===== src/core/dio_map.vh =====
// register map, field positions and mode codes of the drive option logic
`ifndef DIO_MAP_VH
`define DIO_MAP_VH

// word offsets (byte addresses) on the wishbone slave
`define DIO_REG_CTRL 4'h0
`define DIO_REG_STAT 4'h4
`define DIO_CTRL_RST 32'h0000_0000
`define DIO_CTRL_TOPMASK 8'h07

// control register fields
`define DIO_CF_DADR 2:0
`define DIO_CF_HEAD0 4:3
`define DIO_CF_HEAD1 6:5
`define DIO_CF_SMODE 8:7
`define DIO_CF_RSTEP 9
`define DIO_CF_RRDY 10
`define DIO_CF_RCOND 11
`define DIO_CF_RIDX 12
`define DIO_CF_AUTOHL 13
`define DIO_CF_RHL 14
`define DIO_CF_BADFACE 15
`define DIO_CF_BADRDY 16
`define DIO_CF_WPEN 17
`define DIO_CF_PHASE 19:18
`define DIO_CF_LATCHEN 20
`define DIO_CF_ACT 22:21
`define DIO_CF_HARD 23
`define DIO_CF_DIV 25:24
`define DIO_CF_LOCK 26
`define DIO_CF_USED 26:0

// status register fields
`define DIO_SF_SEL 0
`define DIO_SF_LOADED 1
`define DIO_SF_SIDE 2
`define DIO_SF_READY 3
`define DIO_SF_ACT 4
`define DIO_SF_PWR 5
`define DIO_SF_WEN 6
`define DIO_SF_LATCH 7

// select modes
`define DIO_SM_RADIAL 2'h0
`define DIO_SM_BINARY 2'h1
`define DIO_SM_SIDE 2'h2
`define DIO_SM_DIRSIDE 2'h3

// stepper power modes
`define DIO_PH_UNLOAD 2'h0
`define DIO_PH_DESEL 2'h1
`define DIO_PH_ALWAYS 2'h2

// activity indicator sources
`define DIO_ACT_SEL 2'h0
`define DIO_ACT_HL 2'h1
`define DIO_ACT_RDY 2'h2

// hard sector division
`define DIO_DIV_32 2'h0
`define DIO_DIV_16 2'h1
`define DIO_DIV_8 2'h2

`endif


===== src/core/dio_sync.v =====
// two flip-flop synchroniser bank for pin inputs
`timescale 1ns/1ps
`default_nettype none
module dio_sync #(
  parameter W = 8,
  parameter [W-1:0] RST = {W{1'b0}}
) (
  // clock and reset
  input wire i_clk,
  input wire i_reset,
  // pins and synchronised copy
  input wire [W-1:0] i_async,
  output reg [W-1:0] o_sync
);
  reg [W-1:0] meta_ff;

  always @(posedge i_clk or posedge i_reset) begin
    if (i_reset) begin
      meta_ff <= RST;
      o_sync <= RST;
    end else begin
      meta_ff <= i_async;
      o_sync <= meta_ff;
    end
  end
endmodule
`default_nettype wire


===== src/core/dio_secdiv.v =====
// hard sector pulse divider: passes every, every second or every fourth hole
`timescale 1ns/1ps
`default_nettype none
`include "dio_map.vh"
module dio_secdiv #(
  parameter CW = 5
) (
  // clock and reset
  input wire i_clk,
  input wire i_reset,
  // hole and index events, one cycle each
  input wire i_hole,
  input wire i_index,
  input wire [1:0] i_div,
  // divided sector pulse
  output reg o_sector
);
  reg [CW-1:0] cnt_ff;
  reg pass;

  always @* begin
    case (i_div)
      `DIO_DIV_16: pass = (cnt_ff[0] == 1'b0);
      `DIO_DIV_8: pass = (cnt_ff[1:0] == 2'h0);
      default: pass = 1'b1;
    endcase
  end

  // the index restarts the count so divided sectors stay aligned to it
  always @(posedge i_clk or posedge i_reset) begin
    if (i_reset) begin
      cnt_ff <= {CW{1'b0}};
      o_sector <= 1'b0;
    end else begin
      o_sector <= i_hole & pass;
      if (i_index)
        cnt_ff <= {CW{1'b0}};
      else if (i_hole)
        cnt_ff <= cnt_ff + {{(CW-1){1'b0}}, 1'b1};
    end
  end
endmodule
`default_nettype wire


===== src/core/dio_core.v =====
// drive interface option logic with wishbone configuration slave
`timescale 1ns/1ps
`default_nettype none
`include "dio_map.vh"
module dio_core #(
  parameter HOLE_CW = 5
) (
  // clock and reset
  input wire i_clk,
  input wire i_reset,
  // wishbone slave
  input wire i_wb_cyc,
  input wire i_wb_stb,
  input wire i_wb_we,
  input wire [3:0] i_wb_adr,
  input wire [3:0] i_wb_sel,
  input wire [31:0] i_wb_dat,
  output reg [31:0] o_wb_dat,
  output reg o_wb_ack,
  // host interface inputs, active low
  input wire [3:0] i_drive_sel_n,
  input wire i_step_n,
  input wire i_step_dir_n,
  input wire i_head_load_cmd_n,
  input wire i_in_use_n,
  input wire i_write_gate_n,
  // drive sensors, active high
  input wire i_drive_ready,
  input wire i_index_hole,
  input wire i_sector_hole,
  input wire i_write_prot,
  input wire i_bad_media,
  input wire i_double_face_media,
  // host interface outputs, open collector, oe low drives the line
  output reg o_ready_n,
  output reg o_ready_oe_n,
  output reg o_index_n,
  output reg o_index_oe_n,
  output reg o_sector_n,
  output reg o_sector_oe_n,
  output reg o_double_face_media_n,
  output reg o_double_face_media_oe_n,
  // drive mechanics
  output reg o_step_pulse,
  output reg o_step_dir_in,
  output reg o_head_load,
  output reg o_head_side,
  output reg o_write_en,
  output reg o_stepper_pwr,
  output reg o_activity_led,
  output reg o_door_lock
);
  // synchronised pin levels, true when asserted
  wire [3:0] sel_s;
  wire [4:0] host_s;
  wire [5:0] sens_s;
  wire step_s = host_s[0];
  wire dir_s = host_s[1];
  wire hlcmd_s = host_s[2];
  wire inuse_s = host_s[3];
  wire wgate_s = host_s[4];
  wire rdy_s = sens_s[0];
  wire idx_s = sens_s[1];
  wire hole_s = sens_s[2];
  wire wp_s = sens_s[3];
  wire bad_s = sens_s[4];
  wire dface_s = sens_s[5];

  reg [31:0] ctrl_ff;
  reg step_d_ff;
  reg idx_d_ff;
  reg hole_d_ff;
  reg sel_d_ff;
  reg inuse_latch_ff;
  reg selected;
  reg side;
  reg loaded;
  reg rdy_int;
  reg act_src;
  reg idx_ok;
  wire sec_pulse;
  wire bus_req = i_wb_cyc & i_wb_stb & ~o_wb_ack;
  reg [31:0] stat;

  wire [1:0] smode = ctrl_ff[`DIO_CF_SMODE];
  wire [2:0] dadr = ctrl_ff[`DIO_CF_DADR];
  wire step_rise = step_s & ~step_d_ff;
  wire idx_rise = idx_s & ~idx_d_ff;
  wire hole_rise = hole_s & ~hole_d_ff;
  // step, and direction outside DIO_SM_DIRSIDE mode, are honoured when selected or radially stepped
  wire step_ok = selected | ctrl_ff[`DIO_CF_RSTEP];
  // one hold term feeds both the indicator and the door lock
  wire hold_src = inuse_s | inuse_latch_ff | act_src;
  wire ctrl_wr = bus_req & i_wb_we & (i_wb_adr == `DIO_REG_CTRL);

  // true when the select line at position pos is asserted
  function pos_hit;
    input [3:0] lines;
    input [1:0] pos;
    begin
      pos_hit = lines[pos];
    end
  endfunction

  // host lines are inverted here so everything downstream is active high
  dio_sync #(.W(4)) u_sync_sel (
    .i_clk(i_clk),
    .i_reset(i_reset),
    .i_async(~i_drive_sel_n),
    .o_sync(sel_s)
  );

  dio_sync #(.W(5)) u_sync_host (
    .i_clk(i_clk),
    .i_reset(i_reset),
    .i_async({~i_write_gate_n, ~i_in_use_n, ~i_head_load_cmd_n,
              ~i_step_dir_n, ~i_step_n}),
    .o_sync(host_s)
  );

  dio_sync #(.W(6)) u_sync_sens (
    .i_clk(i_clk),
    .i_reset(i_reset),
    .i_async({i_double_face_media, i_bad_media, i_write_prot,
              i_sector_hole, i_index_hole, i_drive_ready}),
    .o_sync(sens_s)
  );

  // holes reach the divider only in hard-sector mode, so soft media never pulse
  // hard sector holes
  dio_secdiv #(.CW(HOLE_CW)) u_secdiv (
    .i_clk(i_clk),
    .i_reset(i_reset),
    .i_hole(hole_rise & ctrl_ff[`DIO_CF_HARD]),
    .i_index(idx_rise),
    .i_div(ctrl_ff[`DIO_CF_DIV]),
    .o_sector(sec_pulse)
  );

  // select decode and head side
  always @* begin
    side = 1'b0;
    case (smode)
      `DIO_SM_BINARY: begin
        selected = sel_s[3] & (sel_s[2:0] == dadr);
      end
      `DIO_SM_SIDE: begin
        selected = pos_hit(sel_s, ctrl_ff[`DIO_CF_HEAD0])
                 | pos_hit(sel_s, ctrl_ff[`DIO_CF_HEAD1]);
        side = pos_hit(sel_s, ctrl_ff[`DIO_CF_HEAD1]);
      end
      `DIO_SM_DIRSIDE: begin
        selected = pos_hit(sel_s, ctrl_ff[`DIO_CF_HEAD0]);
        side = dir_s;
      end
      default: begin
        selected = pos_hit(sel_s, ctrl_ff[`DIO_CF_HEAD0]);
      end
    endcase
  end

  // head load, ready and activity sources
  always @* begin
    if (ctrl_ff[`DIO_CF_AUTOHL] & ctrl_ff[`DIO_CF_RHL])
      loaded = 1'b1;
    else if (ctrl_ff[`DIO_CF_AUTOHL])
      loaded = selected;
    else
      loaded = hlcmd_s & (selected | ctrl_ff[`DIO_CF_RHL]);
    rdy_int = rdy_s & ~(ctrl_ff[`DIO_CF_BADRDY] & bad_s);
    case (ctrl_ff[`DIO_CF_ACT])
      `DIO_ACT_HL: act_src = loaded;
      `DIO_ACT_RDY: act_src = rdy_int;
      default: act_src = selected;
    endcase
    idx_ok = selected | (ctrl_ff[`DIO_CF_RIDX] & rdy_int);
    if (ctrl_ff[`DIO_CF_RCOND] & ~rdy_int)
      idx_ok = 1'b0;
  end

  // configuration register and edge history
  always @(posedge i_clk or posedge i_reset) begin
    if (i_reset) begin
      ctrl_ff <= `DIO_CTRL_RST;
      step_d_ff <= 1'b0;
      idx_d_ff <= 1'b0;
      hole_d_ff <= 1'b0;
    end else begin
      step_d_ff <= step_s;
      idx_d_ff <= idx_s;
      hole_d_ff <= hole_s;
      if (ctrl_wr) begin
        if (i_wb_sel[0])
          ctrl_ff[7:0] <= i_wb_dat[7:0];
        if (i_wb_sel[1])
          ctrl_ff[15:8] <= i_wb_dat[15:8];
        if (i_wb_sel[2])
          ctrl_ff[23:16] <= i_wb_dat[23:16];
        // the top byte keeps only the implemented bits, so the rest read zero
        if (i_wb_sel[3])
          ctrl_ff[31:24] <= i_wb_dat[31:24] & `DIO_CTRL_TOPMASK;
      end
    end
  end

  // sample hold at select
  // loads only as selection rises, so a long select never resamples the line
  always @(posedge i_clk or posedge i_reset) begin
    if (i_reset) begin
      sel_d_ff <= 1'b0;
      inuse_latch_ff <= 1'b0;
    end else begin
      sel_d_ff <= selected;
      if (~ctrl_ff[`DIO_CF_LATCHEN])
        inuse_latch_ff <= 1'b0;
      else if (selected & ~sel_d_ff)
        inuse_latch_ff <= inuse_s;
    end
  end

  // status word, one field per bit, unused bits read zero
  always @* begin
    stat = 32'h0000_0000;
    stat[`DIO_SF_SEL] = selected;
    stat[`DIO_SF_LOADED] = loaded;
    stat[`DIO_SF_SIDE] = side;
    stat[`DIO_SF_READY] = rdy_int;
    stat[`DIO_SF_ACT] = o_activity_led;
    stat[`DIO_SF_PWR] = o_stepper_pwr;
    stat[`DIO_SF_WEN] = o_write_en;
    stat[`DIO_SF_LATCH] = inuse_latch_ff;
  end

  // wishbone answers one cycle after the strobe; unmapped reads give zero
  always @(posedge i_clk or posedge i_reset) begin
    if (i_reset) begin
      o_wb_ack <= 1'b0;
      o_wb_dat <= 32'h0000_0000;
    end else begin
      o_wb_ack <= bus_req;
      if (bus_req & ~i_wb_we) begin
        case (i_wb_adr)
          `DIO_REG_CTRL: o_wb_dat <= ctrl_ff;
          `DIO_REG_STAT: o_wb_dat <= stat;
          default: o_wb_dat <= 32'h0000_0000;
        endcase
      end
    end
  end

  // interface drivers and mechanics, all registered
  always @(posedge i_clk or posedge i_reset) begin
    if (i_reset) begin
      o_ready_n <= 1'b1;
      o_ready_oe_n <= 1'b1;
      o_index_n <= 1'b1;
      o_index_oe_n <= 1'b1;
      o_sector_n <= 1'b1;
      o_sector_oe_n <= 1'b1;
      o_double_face_media_n <= 1'b1;
      o_double_face_media_oe_n <= 1'b1;
      o_step_pulse <= 1'b0;
      o_step_dir_in <= 1'b0;
      o_head_load <= 1'b0;
      o_head_side <= 1'b0;
      o_write_en <= 1'b0;
      o_stepper_pwr <= 1'b0;
      o_activity_led <= 1'b0;
      o_door_lock <= 1'b0;
    end else begin
      o_ready_oe_n <= ~(selected | ctrl_ff[`DIO_CF_RRDY]);
      o_ready_n <= ~rdy_int;
      // index passes the raw hole level; only its gating depends on options
      o_index_oe_n <= ~idx_ok;
      o_index_n <= ~(idx_s & idx_ok);
      o_sector_oe_n <= ~idx_ok;
      o_sector_n <= ~(sec_pulse & idx_ok);
      o_double_face_media_oe_n <= ~selected;
      o_double_face_media_n <= ctrl_ff[`DIO_CF_BADFACE] ? ~bad_s : ~dface_s;
      o_step_pulse <= step_rise & step_ok;
      // direction doubles as side in that mode, so it then never steers
      if (step_ok & (smode != `DIO_SM_DIRSIDE))
        o_step_dir_in <= dir_s;
      o_head_load <= loaded;
      o_head_side <= side;
      o_write_en <= wgate_s & selected & ~(ctrl_ff[`DIO_CF_WPEN] & wp_s);
      case (ctrl_ff[`DIO_CF_PHASE])
        `DIO_PH_DESEL: o_stepper_pwr <= selected;
        `DIO_PH_ALWAYS: o_stepper_pwr <= 1'b1;
        default: o_stepper_pwr <= loaded;
      endcase
      o_activity_led <= hold_src;
      o_door_lock <= ctrl_ff[`DIO_CF_LOCK] & hold_src;
    end
  end
endmodule
`default_nettype wire


===== config.mk =====
export PLATFORM = sky130hd
export DESIGN_NAME = dio_core
export DESIGN_NICKNAME = d
export VERILOG_FILES = /design/src/core/dio_sync.v /design/src/core/dio_secdiv.v /design/src/core/dio_core.v
export VERILOG_INCLUDE_DIRS = /design/src /design/src/core
export SDC_FILE = /design/constraint.sdc
export NUM_CORES = 1
export LEC_CHECK = 0
export BUFFER_PORTS_ARGS = -buffer_cell sky130_fd_sc_hd__buf_4
export CAP_MARGIN = 10
export CELL_PAD_IN_SITES_DETAIL_PLACEMENT = 1
export CELL_PAD_IN_SITES_GLOBAL_PLACEMENT = 1
export CORE_ASPECT_RATIO = 0.9
export CORE_UTILIZATION = 41
export CTS_CLUSTER_DIAMETER = 120
export DETAILED_ROUTE_END_ITERATION = 12
export PLACE_DENSITY = 0.8
export SLEW_MARGIN = 30
export SYNTH_ARGS = -nofsm -noshare
export SYNTH_HDL_FRONTEND = slang
export SYNTH_SLANG_ARGS = --single-unit

===== constraint.sdc =====
create_clock -name i_clk -period 4.2 [get_ports i_clk]
set_clock_uncertainty 0.2 [all_clocks]
set_input_delay 0.63 -clock i_clk [delete_from_list [all_inputs] [get_ports i_clk]]
set_output_delay 0.63 -clock i_clk [all_outputs]
set_load 0.03 [all_outputs]

==> summary by stage <==
Critical path
The category of the most critical setup path is reg2reg. The slowest cell on the critical path is sky130_fd_sc_hd__nor2_2. The cell family contributing the most delay on the critical path is simple AND/OR/NAND/NOR gates. The critical path goes through nand3b_1 -> nand2b_1 -> buf_4 -> nor2_2 -> buf_4 -> a22oi_1 -> nand2_1.

The most common cell type on the critical path is sky130_fd_sc_hd__buf_4. The startpoint class of the critical path is a flop. The largest driver fanout on the critical path is 28. Data arrives at the worst endpoint at 2.47 ns. The required time of the critical path is 4.30 ns. The maximum single-stage delay on the critical path is 0.52 ns. The capturing element type of the critical path is a flop. Together, buffers and inverters on the worst path number 2.

Synthesis
The register area share after synthesis is 67.5%. The most common flop cell mapped by yosys is sky130_fd_sc_hd__dfrtp_1. The cell count after synthesis came out at 283.

The number of different library cells used by synthesis comes to 45. In this run, synthesis produced a sequential element count of 108. The cell area that synthesis handed to floorplanning was 4010 sq um. The number of flops mapped to enable cells by yosys is 0.

In this run the biggest area consumer among cell types represents 63.0% of the synthesized area. The largest total area in the synthesized netlist belongs to sky130_fd_sc_hd__dfrtp_1. The average footprint of a synthesized cell is 14.2 sq um. By area the synthesized netlist is led by sky130_fd_sc_hd__dfrtp_1 63%, sky130_fd_sc_hd__mux2_2 7.3%, sky130_fd_sc_hd__dfstp_2 4.6%. The number of warnings issued by yosys is 0. In the synthesized netlist the async set-or-reset flop fraction comes to 100%.

Floorplanning
Once the floorplan was initialized, standard cells occupied 43.2% of the core. In this run the count of I/O pins placed on the die edge is 109. The die is 95.9 microns tall. The full die area is 10,200 sq um. The die outline width is 106 microns. The core region is 9290 sq um. Row generation in the floorplan step produced 33 rows.

Clock tree
The CTS tree is built. Hold repair after CTS inserted 0 buffers. The largest buffer count on any clock path is 2. The insertion delay to the later sink of the worst-skew pair is 0.36 ns. The total CTS buffers is 9. The clock root buffer is sky130_fd_sc_hd__clkbuf_8. After clock tree synthesis, the setup repair step added 0 buffers. Clock-pin slew was measured on the worst setup and hold paths at 0.10 ns. The count of cells resized by post-cts repair is 0.

The total clock sinks is 108. The CTS H-tree depth is 3.

Route
The count of nets left with antenna violations once routing finished came out at 0. Dividing the detail-routed via count by the number of cells gives 4.95. For this run, design rule violations remaining after detail routing come to 0.

The routed length per instance is 17.0 microns. The number of vias in the routed layout is 2,550. After detailed routing, the total wire length is 8730 microns. The first routing iteration left 68 violations. Before antenna repair, the detailed router went through 4 iterations.

GRT
The via count of the first global-routing pass was 2,794. The first global-routing pass estimated 14,300 microns of wire. The leftover overflow at the end of global routing is 0.

The number of antenna violations at the first check in global routing is 0. The maximum number of pins on one net before global-route repair is 55. The total routing resource utilization after global routing is 18.9%.

Layout
Cells with a size suffix above 1 make up 40.7% of the layout. From synthesis to final layout, the design area changed by 26.5%. The non-filler instance count after layout is 515. The layout net count is 458.

With fillers left out, the area of the finished cells amounts to 5080 sq um. The top cell types in the final layout, fill and taps aside, are 102 x sky130_fd_sc_hd__buf_4, 101 x sky130_fd_sc_hd__dfrtp_1, 26 x sky130_fd_sc_hd__mux2_2, 25 x sky130_fd_sc_hd__inv_1, 21 x sky130_fd_sc_hd__nand2_1. The share of the core filled with cells in the final layout is 54.7%. The total inserted antenna cells is 0. Leaving out fill and tap cells, the most frequent cell in the layout is sky130_fd_sc_hd__buf_4. The number of filler cells placed in the layout is 935.

Timing
The transition time of the tightest slew-check pin is 0.673 ns. Of the available clock period, the critical path in the final layout requires 56.4%. Setup violations remaining at the end of the flow were counted as 0. For the final routed database, the setup TNS stands at 0 ns.

Setup repair after global routing left no endpoint under its margin. The max-slew violation total from the final report came to 0. The worst path in the final design needs a cycle of 2.37 ns, including I/O delays and setup. The worst setup slack after layout is 1.83 ns. The final hold violation count is 0. The maximum clock frequency is 422 MHz.

Hold is met by 0.157 ns. Headroom to the max-slew limit came out at 55.1%.

Placement
The detailed-placement wirelength estimate is 6430 microns. The routability-driven placement congestion ratio is 0.761. Before CTS, the worst setup slack after placement is 1.60 ns. The number of placed instances, taps included is 499. In this run the tool buffered the top-level ports with 98 buffer cells. Once placement finished, the instance area stood at 4880 sq um.

Pwr
The power per cell area is 407 nW/um^2. IR analysis of the VDD net gives a maximum drop of 0.195 mV. The design draws 2.07 mW.

For this design the static power due to leakage is 2.60 nW.

Min path
The classification of the worst-slack hold path is reg2reg.

Status
The flow ran to the end, and the final reports show no timing, DRC or antenna violations.

Run
The count of maximum capacitance violations is 0.
metal layers:
layer / up-vias / track usage, % / wire, microns
met1: 1310 / 24.6 / 3950
li1: 1162 / - / -
met4: 0 / 5.56 / 82
met3: 8 / 4.87 / 488
met5: - / 0 / 0
met2: 70 / 31.7 / 4210
cell families (layout without fill, tap and decap cells):
| group | after synthesis | after routing | share of synthesized area (%) |
|---|---|---|---|
| flip-flops | 108 | 108 | 67.5 |
| AND/OR/NAND/NOR | 48 | 48 | 5.86 |
| AO/OA/AOI/OAI | 41 | 41 | 8.54 |
| buffers and inverters | 39 | 145 | 4.40 |
| multiplexers | 32 | 32 | 9.57 |
| adder cells (fa/ha/maj) | 10 | 10 | 3.12 |
| XOR/XNOR | 4 | 4 | 0.873 |
| other | 1 | 5 | 0.0934 |
report_power, final:
part / total [mW] / switching [mW] / internal, mW
Sequential: 1.15 / 0.0428 / 1.11
Clock: 0.625 / 0.331 / 0.293
Combinational: 0.290 / 0.165 / 0.125
registers in the layout, summed over array words and instances, names as in the netlist, 2 cells and up:
register / flops
ctrl_ff: 27
o_wb_dat: 27
u_secdiv.cnt_ff: 2
u_sync_host.meta_ff: 5
u_sync_host.o_sync: 5
u_sync_sel.meta_ff: 4
u_sync_sel.o_sync: 4
u_sync_sens.meta_ff: 6
u_sync_sens.o_sync: 6
worst register-to-register path, cell delays in order, from the launching register on:
cell and delay [ns]:
sky130_fd_sc_hd__dfrtp_1 0.39, sky130_fd_sc_hd__nand3b_1 0.23, sky130_fd_sc_hd__nand2b_1 0.18, sky130_fd_sc_hd__buf_4 0.24
sky130_fd_sc_hd__nor2_2 0.52, sky130_fd_sc_hd__buf_4 0.34, sky130_fd_sc_hd__a22oi_1 0.12, sky130_fd_sc_hd__nand2_1 0.09
synthesized netlist by cell type (2+ instances only):
| cell | instances |
|---|---|
| sky130_fd_sc_hd__dfrtp_1 | 101 |
| sky130_fd_sc_hd__inv_1 | 26 |
| sky130_fd_sc_hd__mux2_2 | 26 |
| sky130_fd_sc_hd__nand2_1 | 21 |
| sky130_fd_sc_hd__a22o_1 | 20 |
| sky130_fd_sc_hd__ha_1 | 10 |
| sky130_fd_sc_hd__nor2_1 | 9 |
| sky130_fd_sc_hd__dfstp_2 | 7 |
| sky130_fd_sc_hd__a22oi_1 | 6 |
| sky130_fd_sc_hd__buf_4 | 6 |
| sky130_fd_sc_hd__clkbuf_1 | 3 |
| sky130_fd_sc_hd__nand3b_1 | 3 |
| sky130_fd_sc_hd__xor2_1 | 3 |
| sky130_fd_sc_hd__a221oi_1 | 2 |
| sky130_fd_sc_hd__and2_1 | 2 |
| sky130_fd_sc_hd__and3_1 | 2 |
| sky130_fd_sc_hd__buf_2 | 2 |
| sky130_fd_sc_hd__mux2i_1 | 2 |
| sky130_fd_sc_hd__mux4_2 | 2 |
| sky130_fd_sc_hd__nand2b_1 | 2 |
| sky130_fd_sc_hd__nand3_1 | 2 |
| sky130_fd_sc_hd__nor2b_1 | 2 |
| sky130_fd_sc_hd__o21ai_0 | 2 |
area by class of cell:
| class | instances | area, sq um | area share [%] |
|---|---|---|---|
| repair buffers | 102 | 766 | 15.1 |
| inverters | 27 | 109 | 2.14 |
| flip-flops and latches | 108 | 2710 | 53.4 |
| clock buffers | 12 | 145 | 2.86 |
| clock inverters | 4 | 51.3 | 1.01 |
| multi-input cells | 140 | 1140 | 22.5 |
| well taps | 122 | 153 | 3.01 |
final timing paths:
kind                                         from                      to  slack [ns]  cells after the start
min in group asynchronous                 i_reset  u_sync_sens.meta_ff[3]        0.17                      2
min                        u_sync_host.meta_ff[0]   u_sync_host.o_sync[0]        0.16                      0
max                                      o_wb_ack             o_wb_dat[5]        1.83                      7
max reg2reg                              o_wb_ack             o_wb_dat[5]        1.83                      7
max in group asynchronous                 i_reset   o_double_face_media_n        2.76                      3
min reg2reg                u_sync_host.meta_ff[0]   u_sync_host.o_sync[0]        0.16                      0
Note: power is estimated with default switching activity, not from simulation.
